`src/rtl/ldc_map.svh`:
```
`ifndef LDC_MAP_SVH
`define LDC_MAP_SVH
// ****************************************
// Register offsets
// ****************************************
`define LDC_ADC_INPUT_SELECT_OFS      8'h90
`define LDC_FAULT_CLEAR_COMMANDS_OFS  8'h91
`define LDC_TEST_FORCE_COMMANDS_OFS   8'h92
`define LDC_WRITE_PROTECT_CONTROL_OFS 8'h93
`define LDC_REGISTER_RESTORE_CMD_OFS  8'h94
`define LDC_RESERVED_CONTROL_OFS      8'h95
`define LDC_CONTROL_ACCESS_KEY_OFS    8'h96
`define LDC_IRQ_STATUS_OFS            8'h9a
`define LDC_IRQ_MASK_OFS              8'h9b
// ****************************************
// Field positions
// ****************************************
`define LDC_ADC_SEL_MSB          4
`define LDC_LEAVE_FAILSAFE_BIT   2
`define LDC_CLEAR_FAULTS_BIT     1
`define LDC_CLEAR_POWERON_BIT    0
`define LDC_ENTER_FAILSAFE_BIT   1
`define LDC_ERROR_PULSE_BIT      0
`define LDC_BRIGHTNESS_PROT_BIT  2
`define LDC_CONFIG_PROT_BIT      1
`define LDC_CURRENT_PROT_BIT     0
`define LDC_FULL_RESET_BIT       2
`define LDC_NVM_RELOAD_BIT       1
`define LDC_DEFAULTS_BIT         0
`define LDC_IRQ_ADC_START_BIT    0
`define LDC_IRQ_FS_ENTER_BIT     1
`define LDC_IRQ_FS_LEAVE_BIT     2
`define LDC_IRQ_ERR_DONE_BIT     3
`define LDC_IRQ_UNLOCK_BIT       4
// ****************************************
// Reset values
// ****************************************
`define LDC_ADC_SEL_RST          5'h00
`define LDC_PROTECT_RST          3'h3
`define LDC_KEY_RST              8'h00
`define LDC_IRQ_RST              5'h00
// ****************************************
// Access key sequence
// ****************************************
`define LDC_KEY_0                8'h43
`define LDC_KEY_1                8'h4f
`define LDC_KEY_2                8'h44
`define LDC_KEY_3                8'h45
// ****************************************
// Timing
// ****************************************
`define LDC_CLK_PERIOD_NS        100
`define LDC_ERR_PULSE_NS         50000
`define LDC_ERR_PULSE_CYC        (`LDC_ERR_PULSE_NS / `LDC_CLK_PERIOD_NS)
`endif

```
`src/rtl/ldc_pkg.sv`:
```
package ldc_pkg;
  typedef enum logic {LDC_NORMAL, LDC_FAILSAFE} ldc_mode_e;
  typedef logic [8:0] ldc_cnt_t;
  typedef logic [1:0] ldc_keyidx_t;
endpackage

```
`src/rtl/ldc_regs.sv`:
```
`timescale 1ns/1ps
`default_nettype none
`include "ldc_map.svh"
module ldc_regs (
  input  wire logic       CLK_SYS,
  input  wire logic       RST_N,
  input  wire logic       CLK_EN,
  input  wire logic [7:0] ADDR,
  input  wire logic [7:0] WDATA,
  input  wire logic       WR_EN,
  input  wire logic       RD_EN,
  output logic      [7:0] RDATA,
  output logic      [4:0] ADC_SEL,
  output logic            ADC_START,
  output logic            FAILSAFE,
  input  wire logic       FAILSAFE_REQ,
  output logic            CLEAR_FAULTS,
  output logic            CLEAR_POWERON,
  output logic            ERR_FLAG_SET,
  input  wire logic       ERR_IN,
  output logic            ERR_OUT,
  output logic            ERR_OE,
  output logic            BRT_PROTECT,
  output logic            CONF_PROTECT,
  output logic            IOUT_PROTECT,
  input  wire logic       BRT_WR_REQ,
  input  wire logic       CONF_WR_REQ,
  input  wire logic       IOUT_WR_REQ,
  output logic            BRT_WR_OK,
  output logic            CONF_WR_OK,
  output logic            IOUT_WR_OK,
  output logic            FULL_RESET,
  output logic            NVM_RELOAD,
  output logic            DEFAULTS_RESTORE,
  output logic            IRQ
);

  // ****************************************
  // Reset release
  // ****************************************
  logic                   rst_s1_q;
  logic                   rst_n_q;

  always_ff @(posedge CLK_SYS or negedge RST_N) begin
    if (!RST_N) begin
      rst_s1_q <= 1'b0;
      rst_n_q  <= 1'b0;
    end else begin
      rst_s1_q <= 1'b1;
      rst_n_q  <= rst_s1_q;
    end
  end

  // ****************************************
  // Decode
  // ****************************************
  logic                   unlocked_q;
  logic                   soft_reset_q;
  logic                   defaults_q;

  // Strobes are not qualified here; every register below checks CLK_EN
  function automatic logic wr_hit(input logic [7:0] ofs);
    wr_hit = WR_EN && (ADDR == ofs);
  endfunction

  logic                   wr_adc;
  logic                   wr_clr;
  logic                   wr_dbg;
  logic                   wr_lock;
  logic                   wr_rest;
  logic                   wr_key;
  logic                   wr_ist;
  logic                   wr_imsk;

  // Gated registers take writes only after the full key
  assign wr_adc  = wr_hit(`LDC_ADC_INPUT_SELECT_OFS);
  assign wr_clr  = wr_hit(`LDC_FAULT_CLEAR_COMMANDS_OFS);
  assign wr_dbg  = wr_hit(`LDC_TEST_FORCE_COMMANDS_OFS) && unlocked_q;
  assign wr_lock = wr_hit(`LDC_WRITE_PROTECT_CONTROL_OFS) && unlocked_q;
  assign wr_rest = wr_hit(`LDC_REGISTER_RESTORE_CMD_OFS) && unlocked_q;
  assign wr_key  = wr_hit(`LDC_CONTROL_ACCESS_KEY_OFS);
  assign wr_ist  = wr_hit(`LDC_IRQ_STATUS_OFS);
  assign wr_imsk = wr_hit(`LDC_IRQ_MASK_OFS);

  // Bank back to its defaults: soft reset or restore of defaults
  logic                   bank_clr;
  assign bank_clr = soft_reset_q || defaults_q;

  // ****************************************
  // ADC input select
  // ****************************************
  logic [4:0]             adc_sel_q;
  logic                   adc_start_q;

  always_ff @(posedge CLK_SYS or negedge rst_n_q) begin
    if (!rst_n_q) begin
      adc_sel_q   <= `LDC_ADC_SEL_RST;
      adc_start_q <= 1'b0;
    end else if (CLK_EN) begin
      adc_start_q <= wr_adc && !bank_clr;
      if (bank_clr) begin
        adc_sel_q <= `LDC_ADC_SEL_RST;
      end else if (wr_adc) begin
        adc_sel_q <= WDATA[`LDC_ADC_SEL_MSB:0];
      end
    end
  end

  // ****************************************
  // Command pulses
  // ****************************************
  // Commands are one-cycle pulses, so the bits always read back zero
  logic                   leave_failsafe_cmd_q;
  logic                   clear_faults_cmd_q;
  logic                   clear_poweron_flag_cmd_q;
  logic                   enter_failsafe_cmd_q;
  logic                   error_pulse_cmd_q;
  logic                   nvm_reload_cmd_q;

  always_ff @(posedge CLK_SYS or negedge rst_n_q) begin
    if (!rst_n_q) begin
      leave_failsafe_cmd_q     <= 1'b0;
      clear_faults_cmd_q       <= 1'b0;
      clear_poweron_flag_cmd_q <= 1'b0;
      enter_failsafe_cmd_q     <= 1'b0;
      error_pulse_cmd_q        <= 1'b0;
      soft_reset_q             <= 1'b0;
      nvm_reload_cmd_q         <= 1'b0;
      defaults_q               <= 1'b0;
    end else if (CLK_EN) begin
      leave_failsafe_cmd_q     <= wr_clr && WDATA[`LDC_LEAVE_FAILSAFE_BIT];
      clear_faults_cmd_q       <= wr_clr && WDATA[`LDC_CLEAR_FAULTS_BIT];
      clear_poweron_flag_cmd_q <= wr_clr && WDATA[`LDC_CLEAR_POWERON_BIT];
      enter_failsafe_cmd_q     <= wr_dbg && WDATA[`LDC_ENTER_FAILSAFE_BIT];
      error_pulse_cmd_q        <= wr_dbg && WDATA[`LDC_ERROR_PULSE_BIT];
      soft_reset_q             <= wr_rest && WDATA[`LDC_FULL_RESET_BIT];
      nvm_reload_cmd_q         <= wr_rest && WDATA[`LDC_NVM_RELOAD_BIT];
      defaults_q               <= wr_rest && WDATA[`LDC_DEFAULTS_BIT];
    end
  end

  // ****************************************
  // Operating mode
  // ****************************************
  ldc_pkg::ldc_mode_e     mode_q;
  logic                   fs_req;
  logic                   fs_enter_ev;
  logic                   fs_leave_ev;

  assign fs_req      = enter_failsafe_cmd_q || FAILSAFE_REQ;
  assign fs_enter_ev = (mode_q == ldc_pkg::LDC_NORMAL) && fs_req;
  // A request still standing blocks any leave
  assign fs_leave_ev = (mode_q == ldc_pkg::LDC_FAILSAFE) && !fs_req
                       && (leave_failsafe_cmd_q || soft_reset_q);

  // Entry beats a simultaneous leave: the safe side wins
  always_ff @(posedge CLK_SYS or negedge rst_n_q) begin
    if (!rst_n_q) begin
      mode_q <= ldc_pkg::LDC_NORMAL;
    end else if (CLK_EN) begin
      case (mode_q)
        ldc_pkg::LDC_NORMAL: begin
          if (enter_failsafe_cmd_q || FAILSAFE_REQ) begin
            mode_q <= ldc_pkg::LDC_FAILSAFE;
          end
        end
        ldc_pkg::LDC_FAILSAFE: begin
          if (fs_leave_ev) begin
            mode_q <= ldc_pkg::LDC_NORMAL;
          end
        end
        default: begin
          mode_q <= ldc_pkg::LDC_NORMAL;
        end
      endcase
    end
  end

  // ****************************************
  // Error pin pulse
  // ****************************************
  localparam ldc_pkg::ldc_cnt_t ERR_CYC = 9'(`LDC_ERR_PULSE_CYC);
  ldc_pkg::ldc_cnt_t      err_cnt_q;
  logic                   err_flag_set_q;
  logic                   err_done_ev;
  logic                   err_busy;

  assign err_done_ev = (err_cnt_q == 9'h001);
  assign err_busy    = (err_cnt_q != 9'h000);

  // Ignored in fail-safe; a new request while running restarts the pulse
  // Soft reset cuts a running pulse short
  always_ff @(posedge CLK_SYS or negedge rst_n_q) begin
    if (!rst_n_q) begin
      err_cnt_q      <= 9'h000;
      err_flag_set_q <= 1'b0;
    end else if (CLK_EN) begin
      err_flag_set_q <= 1'b0;
      if (soft_reset_q) begin
        err_cnt_q <= 9'h000;
      end else if (error_pulse_cmd_q && mode_q == ldc_pkg::LDC_NORMAL) begin
        err_cnt_q      <= ERR_CYC;
        err_flag_set_q <= 1'b1;
      end else if (err_busy) begin
        err_cnt_q <= err_cnt_q - 9'h001;
      end
    end
  end

  // ****************************************
  // Write protection
  // ****************************************
  logic [2:0]             protect_q;

  always_ff @(posedge CLK_SYS or negedge rst_n_q) begin
    if (!rst_n_q) begin
      protect_q <= `LDC_PROTECT_RST;
    end else if (CLK_EN) begin
      if (bank_clr) begin
        protect_q <= `LDC_PROTECT_RST;
      end else if (wr_lock) begin
        protect_q <= WDATA[2:0];
      end
    end
  end

  // ****************************************
  // Access key
  // ****************************************
  logic [7:0]             key_q;
  ldc_pkg::ldc_keyidx_t   key_idx_q;

  function automatic logic [7:0] key_byte(input ldc_pkg::ldc_keyidx_t idx);
    case (idx)
      2'h0:    key_byte = `LDC_KEY_0;
      2'h1:    key_byte = `LDC_KEY_1;
      2'h2:    key_byte = `LDC_KEY_2;
      default: key_byte = `LDC_KEY_3;
    endcase
  endfunction

  // Any wrong byte relocks, so a stray write cannot leave the gate open
  // A 43h after unlock starts a new sequence and relocks
  always_ff @(posedge CLK_SYS or negedge rst_n_q) begin
    if (!rst_n_q) begin
      key_q      <= `LDC_KEY_RST;
      key_idx_q  <= 2'h0;
      unlocked_q <= 1'b0;
    end else if (CLK_EN) begin
      if (bank_clr) begin
        key_q      <= `LDC_KEY_RST;
        key_idx_q  <= 2'h0;
        unlocked_q <= 1'b0;
      end else if (wr_key) begin
        key_q <= WDATA;
        if (WDATA == key_byte(key_idx_q)) begin
          key_idx_q  <= key_idx_q + 2'h1;
          unlocked_q <= (key_idx_q == 2'h3);
        end else begin
          key_idx_q  <= (WDATA == `LDC_KEY_0) ? 2'h1 : 2'h0;
          unlocked_q <= 1'b0;
        end
      end
    end
  end

  // ****************************************
  // Interrupts
  // ****************************************
  logic [4:0]             irq_st_q;
  logic [4:0]             irq_msk_q;
  logic [4:0]             irq_ev;

  assign irq_ev = {unlocked_q == 1'b0 && wr_key && key_idx_q == 2'h3
                     && WDATA == `LDC_KEY_3,
                   err_done_ev, fs_leave_ev, fs_enter_ev, adc_start_q};

  // A new event wins over a write-one clear in the same cycle
  // Soft reset wipes status and mask; defaults leave them alone
  always_ff @(posedge CLK_SYS or negedge rst_n_q) begin
    if (!rst_n_q) begin
      irq_st_q  <= `LDC_IRQ_RST;
      irq_msk_q <= `LDC_IRQ_RST;
    end else if (CLK_EN) begin
      if (soft_reset_q) begin
        irq_st_q  <= `LDC_IRQ_RST;
        irq_msk_q <= `LDC_IRQ_RST;
      end else begin
        irq_st_q <= (irq_st_q & ~(wr_ist ? WDATA[4:0] : 5'h00)) | irq_ev;
        if (wr_imsk) begin
          irq_msk_q <= WDATA[4:0];
        end
      end
    end
  end

  // ****************************************
  // Read port
  // ****************************************
  logic [7:0]             rdata_q;
  logic [7:0]             rd_mux;

  always_comb begin
    case (ADDR)
      `LDC_ADC_INPUT_SELECT_OFS:     rd_mux = {3'h0, adc_sel_q};
      `LDC_WRITE_PROTECT_CONTROL_OFS: rd_mux = {5'h00, protect_q};
      `LDC_RESERVED_CONTROL_OFS:     rd_mux = 8'h00;
      `LDC_CONTROL_ACCESS_KEY_OFS:   rd_mux = key_q;
      `LDC_IRQ_STATUS_OFS:           rd_mux = {3'h0, irq_st_q};
      `LDC_IRQ_MASK_OFS:             rd_mux = {3'h0, irq_msk_q};
      default:                       rd_mux = 8'h00;
    endcase
  end

  always_ff @(posedge CLK_SYS or negedge rst_n_q) begin
    if (!rst_n_q) begin
      rdata_q <= 8'h00;
    end else if (CLK_EN) begin
      // Zero outside the answer cycle, so stale data never lingers
      rdata_q <= RD_EN ? rd_mux : 8'h00;
    end
  end

  // ****************************************
  // Outputs
  // ****************************************
  assign RDATA            = rdata_q;
  assign ADC_SEL          = adc_sel_q;
  assign ADC_START        = adc_start_q;
  assign FAILSAFE         = (mode_q == ldc_pkg::LDC_FAILSAFE);
  assign CLEAR_FAULTS     = clear_faults_cmd_q;
  assign CLEAR_POWERON    = clear_poweron_flag_cmd_q;
  assign ERR_FLAG_SET     = err_flag_set_q;
  // Open drain: only ever pulls low
  assign ERR_OUT          = 1'b0;
  assign ERR_OE           = err_busy;
  assign BRT_PROTECT      = protect_q[`LDC_BRIGHTNESS_PROT_BIT];
  assign CONF_PROTECT     = protect_q[`LDC_CONFIG_PROT_BIT];
  assign IOUT_PROTECT     = protect_q[`LDC_CURRENT_PROT_BIT];
  assign BRT_WR_OK        = BRT_WR_REQ && !protect_q[`LDC_BRIGHTNESS_PROT_BIT];
  assign CONF_WR_OK       = CONF_WR_REQ && !protect_q[`LDC_CONFIG_PROT_BIT];
  assign IOUT_WR_OK       = IOUT_WR_REQ && !protect_q[`LDC_CURRENT_PROT_BIT];
  assign FULL_RESET       = soft_reset_q;
  assign NVM_RELOAD       = nvm_reload_cmd_q;
  assign DEFAULTS_RESTORE = defaults_q;
  assign IRQ              = |(irq_st_q & irq_msk_q);

  // ERR_IN is the shared wire level; kept for system use, not needed here
  logic                   err_in_unused;
  assign err_in_unused = ERR_IN;

endmodule
`default_nettype wire

```
`config.mk`:
```
export PLATFORM = sky130hd
export DESIGN_NAME = ldc_regs
export DESIGN_NICKNAME = d
export VERILOG_FILES = /design/src/rtl/ldc_pkg.sv /design/src/rtl/ldc_regs.sv
export VERILOG_INCLUDE_DIRS = /design/src /design/src/rtl
export SDC_FILE = /design/constraint.sdc
export NUM_CORES = 1
export LEC_CHECK = 0
export BUFFER_PORTS_ARGS = -buffer_cell sky130_fd_sc_hd__clkbuf_2
export CAP_MARGIN = 20
export CORE_AREA = 10 10 91 93
export CTS_BUF_LIST = sky130_fd_sc_hd__clkbuf_2 sky130_fd_sc_hd__clkbuf_4 sky130_fd_sc_hd__clkbuf_8
export CTS_CLUSTER_SIZE = 25
export DETAILED_ROUTE_END_ITERATION = 8
export DIE_AREA = 0 0 101 103
export PLACE_DENSITY = 0.71
export SLEW_MARGIN = 20
export SYNTH_ARGS = -nofsm -noshare
export SYNTH_HDL_FRONTEND = slang
export SYNTH_SLANG_ARGS = --single-unit
```
`constraint.sdc`:
```
create_clock -name CLK_SYS -period 4.8 [get_ports CLK_SYS]
set_input_delay 0.48 -clock CLK_SYS [delete_from_list [all_inputs] [get_ports CLK_SYS]]
set_output_delay 0.48 -clock CLK_SYS [all_outputs]
set_load 0.01 [all_outputs]
```
==> results by group, run 1 <==
Outcome
  • Status: finished, final reports clean

Synthesis
  • Synth warnings: 0
  • Async S/R FF share, synth: 100%
  • Synth cell count leaders: dfrtp_1, nand2_1, a22o_1
  • Post-Synthesis Cells: 299
  • Biggest area consumer among synthesized cells: dfrtp_1
  • Sequential area share after synthesis: 46.7%
  • Unique masters post-synth: 71
  • Count leader, synth: dfrtp_1
  • Dominant synthesized flop cell: dfrtp_1
  • Seq cells post-synth: 59
  • Post-synth EDFFs: 0
  • Post-synth top area share: a little under half
  • Largest cells by area after synthesis: dfrtp_1, a22o_1, o2bb2ai_1, nand2_1, ha_1
  • Mapped Area: 3170 um^2
  • Syn nets: 332
  • Syn Area/Cell: 10.6 um^2

Power
  • Leakage power total: 1.66 nW
  • PwrDens: 351 nW/um^2
  • Worst VDD drop: 0.253 mV
  • Total power: 1.28 mW

GRT
  • Grt total ovfl: 0
  • GRT Max-Usage Layer: met2
  • Routing usage on met3: about 4.8%
  • Total GRT Usage: 16.3%
  • Initial antenna violation count: 0
  • Global routing usage on met1: 22.0%
  • First-pass GRT wire length: around 13 mm
  • Largest net degree at the start of global routing: 58
  • Met2 Usage GRT: 24.8%
  • Vias in the first global route: approximately 2600

Final layout
  • Area Growth Syn to Fin: 14.9%
  • Share of cells above drive strength 1: 27.1%
  • Cell Count, Final, Fillers Out: 430
  • Diode count: 0
  • Finished Cell Area: 3640 um^2
  • Final nets: approximately 380

Detailed routing
  • Remaining antenna violation count: 0
  • Drt first-iter violations: between 200 and 250
  • Vias: between 2000 and 3000
  • Total Wirelength: between 8 and 9 mm
  • DR vias/cell: 6.12
  • Wire per inst: 19.2 um
  • Post-route DRC: 0
  • DRT Pass-1 Iters: 5

CTS
  • CTS tree: done
  • CTS Root Cell: clkbuf_8
  • CTS H-tree lvls: 3
  • CTS Sinks: between 50 and 60
  • Worst-Skew Late Latency: 0.34 ns
  • CTS max path bufs: 2
  • Resized cells post-CTS: 0
  • Total setup buffers inserted after CTS: 0
  • CTS clk-pin slew, worst paths: 0.07 ns
  • Clock buffer count from CTS: 9

Floorplan
  • Die X: 101 um
  • Core area: 6570 um^2
  • DIE AREA: 10400 um^2
  • Num rows: 30
  • I/O pin count: 56
  • Die Span Y: 103 um
  • Starting Density: 48.2%

Placement
  • Pre-CTS worst setup slack: 2.10 ns
  • Dpl cells: 413
  • Cell area after placement: 3430 um^2
  • Hpwl dp: 5.79 mm
  • Port Buffers: 53
  • Routability cong.: 0.886

STA
  • Unrepaired setup endpoints after global routing: no
  • Slew Viols, Final: 0
  • # setup viols final: 0
  • Worst-margin pin slew: 1.02 ns
  • Final hold vios: 0
  • Final setup margin: 2.46 ns
  • Period minus WS final: 2.34 ns
  • Fin Clk Skew: just over 0.01 ns
  • Worst slew margin: 31.7%
  • Fin Setup TNS: 0 ns
  • Achievable clock frequency: 427 MHz
  • Post-route clock period utilization: 48.8%

Setup path
  • Arrival time of the worst setup path: 2.62 ns
  • CP startpoint kind: primary input
  • CP Capture Type: register
  • Worst Path Required: 5.08 ns
  • Maximum fanout along the worst path: 26
  • Critical path class: in2reg

Worst hold path
  • Worst Hold Class: reg2reg

Job
  • Max Cap Viol: 0
## power by group
group / internal [mW] / switching, mW / total (mW)
registers: 0.545 / 0.0631 / 0.608
clock network: 0.257 / 0.197 / 0.454
logic: 0.0903 / 0.125 / 0.215
total: 0.892 / 0.385 / 1.28
## per-stage QoR
step,hold WS [ns],utilization (%)
after floorplan,0.184,-
after global placement,0.266,52.2
after detailed placement,0.268,52.2
after CTS,0.357,55.4
after global routing,0.364,55.4
final,0.356,55.4
## placed cells by master (no fill, tap or decap), drive strengths merged, types with 3 or more instances in the layout
cell type and instances:
nand2 28, a22oi 6, nor2 11, a31o 3, nor3 6, clkbuf 64, mux2i 4, nor3b 3
clkinv 3, ha 7, nor2b 9, o21ai 15, a21oi 5, a21o 4, nor4 6, nand2b 4
nand3 7, dfrtp 57, o22ai 4, and3 5, a221o 3, a31oi 7, a22o 21, o2bb2ai 14
nor4b 3, inv 10
## state kept, by name, indices dropped and copies added (netlist names)
| name | cells |
|---|---|
| enter_failsafe_cmd_q | 1 |
| ADC_SEL | 5 |
| ADC_START | 1 |
| protect_q | 3 |
| rst_n_q | 1 |
| NVM_RELOAD | 1 |
| FAILSAFE | 1 |
| leave_failsafe_cmd_q | 1 |
| FULL_RESET | 1 |
| error_pulse_cmd_q | 1 |
| irq_msk_q | 5 |
| key_idx_q | 2 |
| err_cnt_q | 9 |
| unlocked_q | 1 |
| DEFAULTS_RESTORE | 1 |
| CLEAR_FAULTS | 1 |
| RDATA | 8 |
| CLEAR_POWERON | 1 |
| ERR_FLAG_SET | 1 |
| key_q | 8 |
| rst_s1_q | 1 |
| irq_st_q | 5 |
## worst max-delay path, stage by stage
cell and delay (ns):
clkbuf_2 0.35, inv_2 0.52, nor2_1 0.18, a31oi_1 0.79
a22o_2 0.28
## cell type report
class                           count  area, um^2
Clock inverter                      5        52.6
Fill cell                         583        2930
Timing Repair Buffer               55         283
Tap cell                           80         100
Clock buffer                       11         145
Multi-Input combinational cell    210        1540
Sequential cell                    59        1480
Inverter                           10        37.5
## repair_timing
| item | in CTS | in global routing |
|---|---|---|
| endpoints found under the setup margin | 0 | 0 |
| endpoints found under the hold margin | 2 | 0 |
| hold buffers | 1 | 0 |
## cell families after synthesis
logic type      after synthesis  share of synthesized area (%)
xor+xnor                      2                          0.553
flops                        59                           46.7
buf+inv                      30                           4.62
compound gates              100                           24.7
other cells                   2                          0.237
simple gates                 95                           19.1
fa+ha+maj                     7                           2.77
mux                           4                           1.26
## metal layers
metal	share of wire, %	wire length (um)
met5	0	0
met1	46	3820
met4	0.97	80
met2	46	3790
met3	6.7	553
## path summary, 6_finish.rpt
check                      startpoint            to  slack, ns  cells after the start
min reg2reg                  rst_s1_q       rst_n_q       0.36                      0
min                          rst_s1_q       rst_n_q       0.36                      0
min in group asynchronous     rst_n_q  err_cnt_q[8]       0.40                      1
max                            CLK_EN      key_q[2]       2.46                      5
max in group asynchronous     rst_n_q    FULL_RESET       3.89                      1
max reg2reg                FULL_RESET      key_q[2]       2.67                      4
(Power assumes the default switching activity.)
==> run 2, diff against run 1 <==
Settings changed: ABC_AREA set to 1, CORE_AREA 10 10 91 93 to 10 10 93 95, DIE_AREA 0 0 101 103 to 0 0 103 105, PLACE_DENSITY 0.71 to 0.74.
Clock period 4.8 ns to 2.1 ns, I/O delays scaled along.
==> results by group, run 2 <==
Outcome
  • Status: finished, final reports clean

Placement
  • Hpwl dp: 6.55 mm (+13%)
  • Port Buffers: 53 (unchanged)
  • Dpl cells: 548 (+33%)
  • Cell area after placement: 3710 um^2 (+8.2%)
  • Routability cong.: 0.895 (+0.99%)

Power
  • Leakage power total: 2.07 nW (+24%)
  • Internal: 2.20 mW (+150%)
  • Clk network pwr share: 36.0% (+0.5 points)
  • Switching Fraction: 31.4% (+1.2 points)
  • Part of the power in registers: 44.0% (-3.6 points)
  • Worst VDD drop: 0.388 mV (+54%)
  • Switch Pwr: 1.01 mW (+160%)
  • PwrDens: 814 nW/um^2 (+130%)
  • Logic pwr share: 20.1% (+3.3 points)

Worst hold path
  • Worst Hold Class: in2reg

Floorplan
  • Core area: 6760 um^2 (+2.9%)
  • Die X: 103 um (+2.0%)
  • Starting Density: 49.6% (+1.5 points)
  • Die Span Y: 105 um (+1.9%)
  • Num rows: 30 (unchanged)
  • I/O pin count: 56 (unchanged)
  • DIE AREA: 10800 um^2 (+4.0%)

STA
  • Unrepaired setup endpoints after global routing: no
  • Worst-margin pin slew: 0.586 ns (-0.434 ns)
  • Fin Setup TNS: 0 ns (unchanged)
  • Post-route clock period utilization: 80.2%
  • Period minus WS final: 1.68 ns
  • Achievable clock frequency: 594 MHz
  • Final hold vios: 0 (unchanged)
  • Worst slew margin: 60.9% (+29 points)
  • Fin Clk Skew: 0.00754 ns (-0.00261 ns)
  • Slew Viols, Final: 0 (unchanged)
  • # setup viols final: 0 (unchanged)

GRT
  • Total GRT Usage: 16.6% (+0.35 points)
  • First-pass GRT wire length: 14.4 mm (+7.4%)
  • Vias in the first global route: 2939 (+15%)
  • Initial antenna violation count: 0 (unchanged)
  • Largest net degree at the start of global routing: 35 (-40%)
  • Grt total ovfl: 0 (unchanged)

Final layout
  • Diode count: 0 (unchanged)
  • Share of cells above drive strength 1: 23.5% (-3.6 points)
  • Area Growth Syn to Fin: 17.5%
  • Cell Count, Final, Fillers Out: 565 (+31%)
  • Finished Cell Area: 3940 um^2 (+8.3%)
  • Final core utilization: 58.3% (+2.9 points)
  • Most flops, register: err_cnt_q
  • Most common cell after layout, fill and taps aside: nand2_1
  • Commonest non-fill, non-tap cells in the layout: nand2_1, dfrtp_1, clkbuf_2, inv_1, nand3_1
  • Max FFs per register: 9 (unchanged)
  • Final nets: 513 (+36%)

Detailed routing
  • DR vias/cell: 5.37 (-12%)
  • Vias: 3032 (+15%)
  • Remaining antenna violation count: 0 (unchanged)
  • Total Wirelength: 8.65 mm (+5.0%)
  • Drt first-iter violations: 255 (+14%)
  • DRT Pass-1 Iters: 4 (-1)
  • Wire per inst: 15.3 um (-20%)
  • Post-route DRC: 0 (unchanged)

Synthesis
  • Largest cells by area after synthesis: dfrtp_1, nand2_1, nand3_1, inv_1, o21ai_0
  • Post-Synthesis Cells: 417 (+39%)
  • Seq cells post-synth: 59 (unchanged)
  • Mapped Area: 3350 um^2 (+6.0%)
  • Async S/R FF share, synth: 100% (unchanged)
  • Biggest area consumer among synthesized cells: dfrtp_1
  • Synth warnings: 0 (unchanged)
  • Post-synth top area share: 42.5% (-2.5 points)
  • Syn nets: 450 (+36%)
  • Synth cell count leaders: nand2_1, dfrtp_1, inv_1
  • Count leader, synth: nand2_1
  • Post-synth EDFFs: 0 (unchanged)
  • Dominant synthesized flop cell: dfrtp_1
  • Syn Area/Cell: 8.04 um^2 (-24%)
  • Unique masters post-synth: 38 (-46%)
  • Sequential area share after synthesis: 44.1% (-2.6 points)

CTS
  • CTS Root Cell: clkbuf_8
  • Resized cells post-CTS: 0 (unchanged)
  • CTS tree: done
  • CTS clk-pin slew, worst paths: 0.06 ns (about the same)
  • CTS Sinks: 59 (unchanged)
  • CTS max path bufs: 2 (unchanged)
  • CTS H-tree lvls: 3 (unchanged)
  • Clock buffer count from CTS: 9 (unchanged)
  • Worst-Skew Late Latency: 0.35 ns (about the same)

Setup path
  • Maximum fanout along the worst path: 5 (-81%)
  • CP Capture Type: primary output
  • Arrival time of the worst setup path: 1.47 ns (-1.15 ns)
  • Worst Path Required: 1.89 ns (-3.19 ns)
  • CP startpoint kind: register
  • Critical path class: reg2out

Job
  • Max Cap Viol: 0 (unchanged)
[run 2: cell count changes after synthesis, sizes merged, moves of 9 or more]
cell,before,now
o21ai,15,41
nand2,28,127
a22o,21,0
nand4,1,14
inv,10,51
o2bb2ai,14,0
clkbuf,10,0
nand3,7,39
nor2,11,33
nor2b,9,0
[run 2: timing repair]
item                      CTS  global route
hold buffers                1             0
hold endpoints to repair    2             0
buffers inserted            0             0
[run 2: path summary, 6_finish.rpt]
check	startpoint	endpoint	slack, ns	depth (start not counted)
max	err_cnt_q[0]	ERR_OE	0.42	6
min	RD_EN	RDATA[3]	0.11	3
max reg2reg	FULL_RESET	ADC_SEL[1]	0.54	5
min reg2reg	rst_n_q	err_cnt_q[7]	0.27	0
max in group asynchronous	rst_n_q	protect_q[0]	1.18	1
min in group asynchronous	RST_N	rst_n_q	0.18	2
[run 2: critical path, cell delays in order, from the launching register on]
cell,delay (ns)
dfrtp_1,0.43
inv_1,0.13
ha_1,0.16
nand3_1,0.08
nor2_2,0.16
inv_1,0.05
clkbuf_2,0.12
[run 2: per-stage QoR]
| step | setup WS, ns | hold slack (ns) | power (mW) |
|---|---|---|---|
| 6_report | 0.417 | 0.114 | 3.21 |
| 4_1_cts | 0.395 | 0.107 | 3.23 |
| 3_5_place_dp | 0.544 | -0.00159 | 2.07 |
| 5_1_grt | 0.248 | 0.134 | 3.38 |
| 3_3_place_gp | 0.598 | -0.00378 | 2.04 |
| 2_1_floorplan | 0.339 | -0.0856 | 1.87 |
[run 2: area by class of cell]
type / instances / area, um^2
fill: 593 / 2820
multi-input combinational: 296 / 1600
sequential: 59 / 1480
timing repair buffer: 61 / 340
inverter: 53 / 199
clock buffer: 11 / 139
tap: 80 / 100
clock inverter: 5 / 77.6
[run 2: power by group through the flow]
stage / combinational (mW) / sequential [mW] / clock, mW
CTS: 0.648 / 1.41 / 1.17
global placement: 0.622 / 1.42 / 0
global route: 0.734 / 1.43 / 1.22
detailed placement: 0.646 / 1.43 / 0
finish: 0.644 / 1.41 / 1.15
floorplan: 0.454 / 1.41 / 0
[run 2: per-layer routing]
metal | GRT usage [%] | vias to the layer above | part of all wire [%]
met4 | 7.85 | 0 | 2.5
li1 | - | 1496 | -
met3 | 4.08 | 21 | 7.1
met1 | 22.5 | 1440 | 45
met5 | 0 | - | 0
met2 | 24.0 | 75 | 45
[run 2: cells by family (layout without fill, tap and decap cells)]
group	Yosys count	after routing	share of synthesized area [%]
other	2	2	0.224
buffers and inverters	62	130	8.09
flip-flops	59	59	44.1
AND/OR/NAND/NOR	218	218	32.3
XOR/XNOR	1	1	0.261
adder cells (fa/ha/maj)	7	7	2.61
AO/OA/AOI/OAI	68	68	12.4
==> run 3, diff against run 2 <==
Clock period 2.1 ns to 1.5 ns, I/O delays scaled along.
==> results by group, run 3 (synthesis results as in run 2) <==
Outcome
  • Status: finished, violations left
  • Violated checks: negative setup slack

Worst hold path
  • Hold path cells: 3 (unchanged)
  • Worst hold endpoint: RDATA[3]
  • Hold_sp: RD_EN
  • Worst Hold Class: in2reg

STA
  • Final hold vios: 0 (unchanged)
  • Fin Clk Skew: 0.00772 ns (+0.000178 ns)
  • Period minus WS final: 1.50 ns
  • Hold_ws: 0.0618 ns (-0.0523 ns)
  • Achievable clock frequency: 666 MHz
  • Final setup margin: -0.000980 ns (-0.418 ns)
  • Post-route clock period utilization: 100%
  • Fin Setup TNS: -0.000980 ns (-0.000980 ns)
  • Unrepaired setup endpoints after global routing: yes
  • # setup viols final: 1 (+1)
  • Slew Viols, Final: 0 (unchanged)

GRT
  • Total GRT Usage: 16.7% (+0.11 points)
  • Vias in the first global route: 3062 (+4.2%)
  • Largest net degree at the start of global routing: 33 (-5.7%)
  • Grt total ovfl: 0 (unchanged)
  • First-pass GRT wire length: 14.6 mm (+1.2%)
  • Initial antenna violation count: 0 (unchanged)

CTS
  • CTS max path bufs: 2 (unchanged)
  • CTS H-tree lvls: 3 (unchanged)
  • Worst-Skew Late Latency: 0.34 ns (about the same)
  • Clock buffer count from CTS: 9 (unchanged)
  • CTS Sinks: 59 (unchanged)
  • CTS tree: done
  • CTS Root Cell: clkbuf_8
  • CTS clk-pin slew, worst paths: 0.06 ns (about the same)

Detailed routing
  • Post-route DRC: 0 (unchanged)
  • Drt first-iter violations: 247 (-3.1%)
  • Remaining antenna violation count: 0 (unchanged)
  • Wire per inst: 15.8 um (+3.2%)
  • DRT Pass-1 Iters: 6 (+2)
  • Vias: 3166 (+4.4%)
  • DR vias/cell: 5.49 (+2.2%)
  • Total Wirelength: 9.12 mm (+5.4%)

Power
  • Leakage power total: 2.12 nW (+2.8%)
  • Worst VDD drop: 0.585 mV (+51%)
  • PwrDens: 1100 nW/um^2 (+35%)
  • Total power: 4.49 mW (+40%)

Final layout
  • Finished Cell Area: 4080 um^2 (+3.6%)
  • Final nets: 525 (+2.3%)
  • Share of cells above drive strength 1: 29.0% (+5.5 points)
  • Diode count: 0 (unchanged)
  • Max FFs per register: 9 (unchanged)
  • Area Growth Syn to Fin: 21.7%
  • Commonest non-fill, non-tap cells in the layout: nand2_1, dfrtp_1, clkbuf_2, inv_1, nand3_1
  • Most common cell after layout, fill and taps aside: nand2_1
  • Final core utilization: 60.4% (+2.1 points)
  • Fillers: 606 (+2.2%)
  • Multi-input logic area: 1680 um^2 (+4.8%)
  • Cell Count, Final, Fillers Out: 577 (+2.1%)
  • Storage element area: 1480 um^2 (unchanged)
  • Most flops, register: err_cnt_q

Placement
  • Pre-CTS worst setup slack: 0.0192 ns (-0.525 ns)
  • Hpwl dp: 6.55 mm (about the same)
  • Routability cong.: 0.887 (-0.91%)
  • Cell area after placement: 3740 um^2 (+0.81%)
  • Dpl cells: 552 (+0.73%)
  • Port Buffers: 53 (unchanged)

Setup path
  • Worst Path Required: 1.35 ns (-0.54 ns)
  • Arrival time of the worst setup path: 1.35 ns (-0.12 ns)
  • Worst Reg-to-Reg Cells: 9 (+4)
  • CP startpoint kind: register
  • FF-to-FF Start: key_idx_q[0]
  • Critical path class: reg2out
  • Reg-to-reg setup timing slack: 0.07 ns (-0.47 ns)
  • R2R Path End: key_idx_q[0]
  • Maximum fanout along the worst path: 5 (unchanged)
  • CP Capture Type: primary output

Floorplan
  • Core area: 6760 um^2 (unchanged)
  • Num rows: 30 (unchanged)
  • DIE AREA: 10800 um^2 (unchanged)
  • Die Span Y: 105 um (unchanged)
  • Starting Density: 49.6% (unchanged)
  • Die X: 103 um (unchanged)
  • I/O pin count: 56 (unchanged)

Job
  • Max Cap Viol: 0 (unchanged)
run 3: changes by cell type in the layout (fill, tap and decap cells not counted), moves of 3 or more:
cell      delta
buf_4       +12
clkbuf_8     +3
ha_1         -4
ha_2         +3
inv_1        -4
inv_2        +4
nand2_1      -3
nor2_1       -3
o21ai_0      -3
run 3: what timing repair did:
item                                   CTS  global route
buffers inserted                         2             6
endpoints found under the hold margin    2             0
cloned                                   0             0
setup endpoints to repair                2            14
hold buffers                             1             0
resized for setup                        4            24
pin swaps                                2             5
run 3: worst max-delay path, cell delays in order, from the launching register on:
cell     delay, ns
dfrtp_1       0.40
inv_2         0.12
ha_4          0.14
nand3_2       0.07
nor2_2        0.10
inv_1         0.05
buf_2         0.13
run 3: report_power, final:
part,internal (mW),switching [mW],total (mW)
clock network,0.767,0.617,1.38
logic,0.452,0.688,1.14
registers,1.78,0.189,1.97
run 3: worst max-delay path by stage:
stage	start	to	slack [ns]
2_1_floorplan	key_idx_q[0]	key_idx_q[0]	0.15
3_3_place_gp	key_idx_q[0]	key_idx_q[0]	0.06
3_5_place_dp	key_idx_q[0]	key_idx_q[0]	0.02
4_1_cts	err_cnt_q[1]	ERR_OE	-0.04
5_1_grt	irq_msk_q[0]	IRQ	-0.08
6_report	err_cnt_q[1]	ERR_OE	-0.001
run 3: layout make-up:
type | count | area share (%)
Clock buffer | 14 | 4.41
Clock inverter | 2 | 0.245
Inverter | 53 | 4.87
Multi-Input combinational cell | 296 | 41.2
Sequential cell | 59 | 36.3
Tap cell | 80 | 2.45
Timing Repair Buffer | 73 | 10.5
run 3: metal layers:
metal	routed length [um]	up-vias	global-route usage [%]	share of wire [%]
met5	0	-	0	0
met4	133	0	6.76	1.5
met3	723	16	3.75	7.9
met1	3910	1480	22.3	43
met2	4350	155	25.4	48
li1	-	1515	-	-
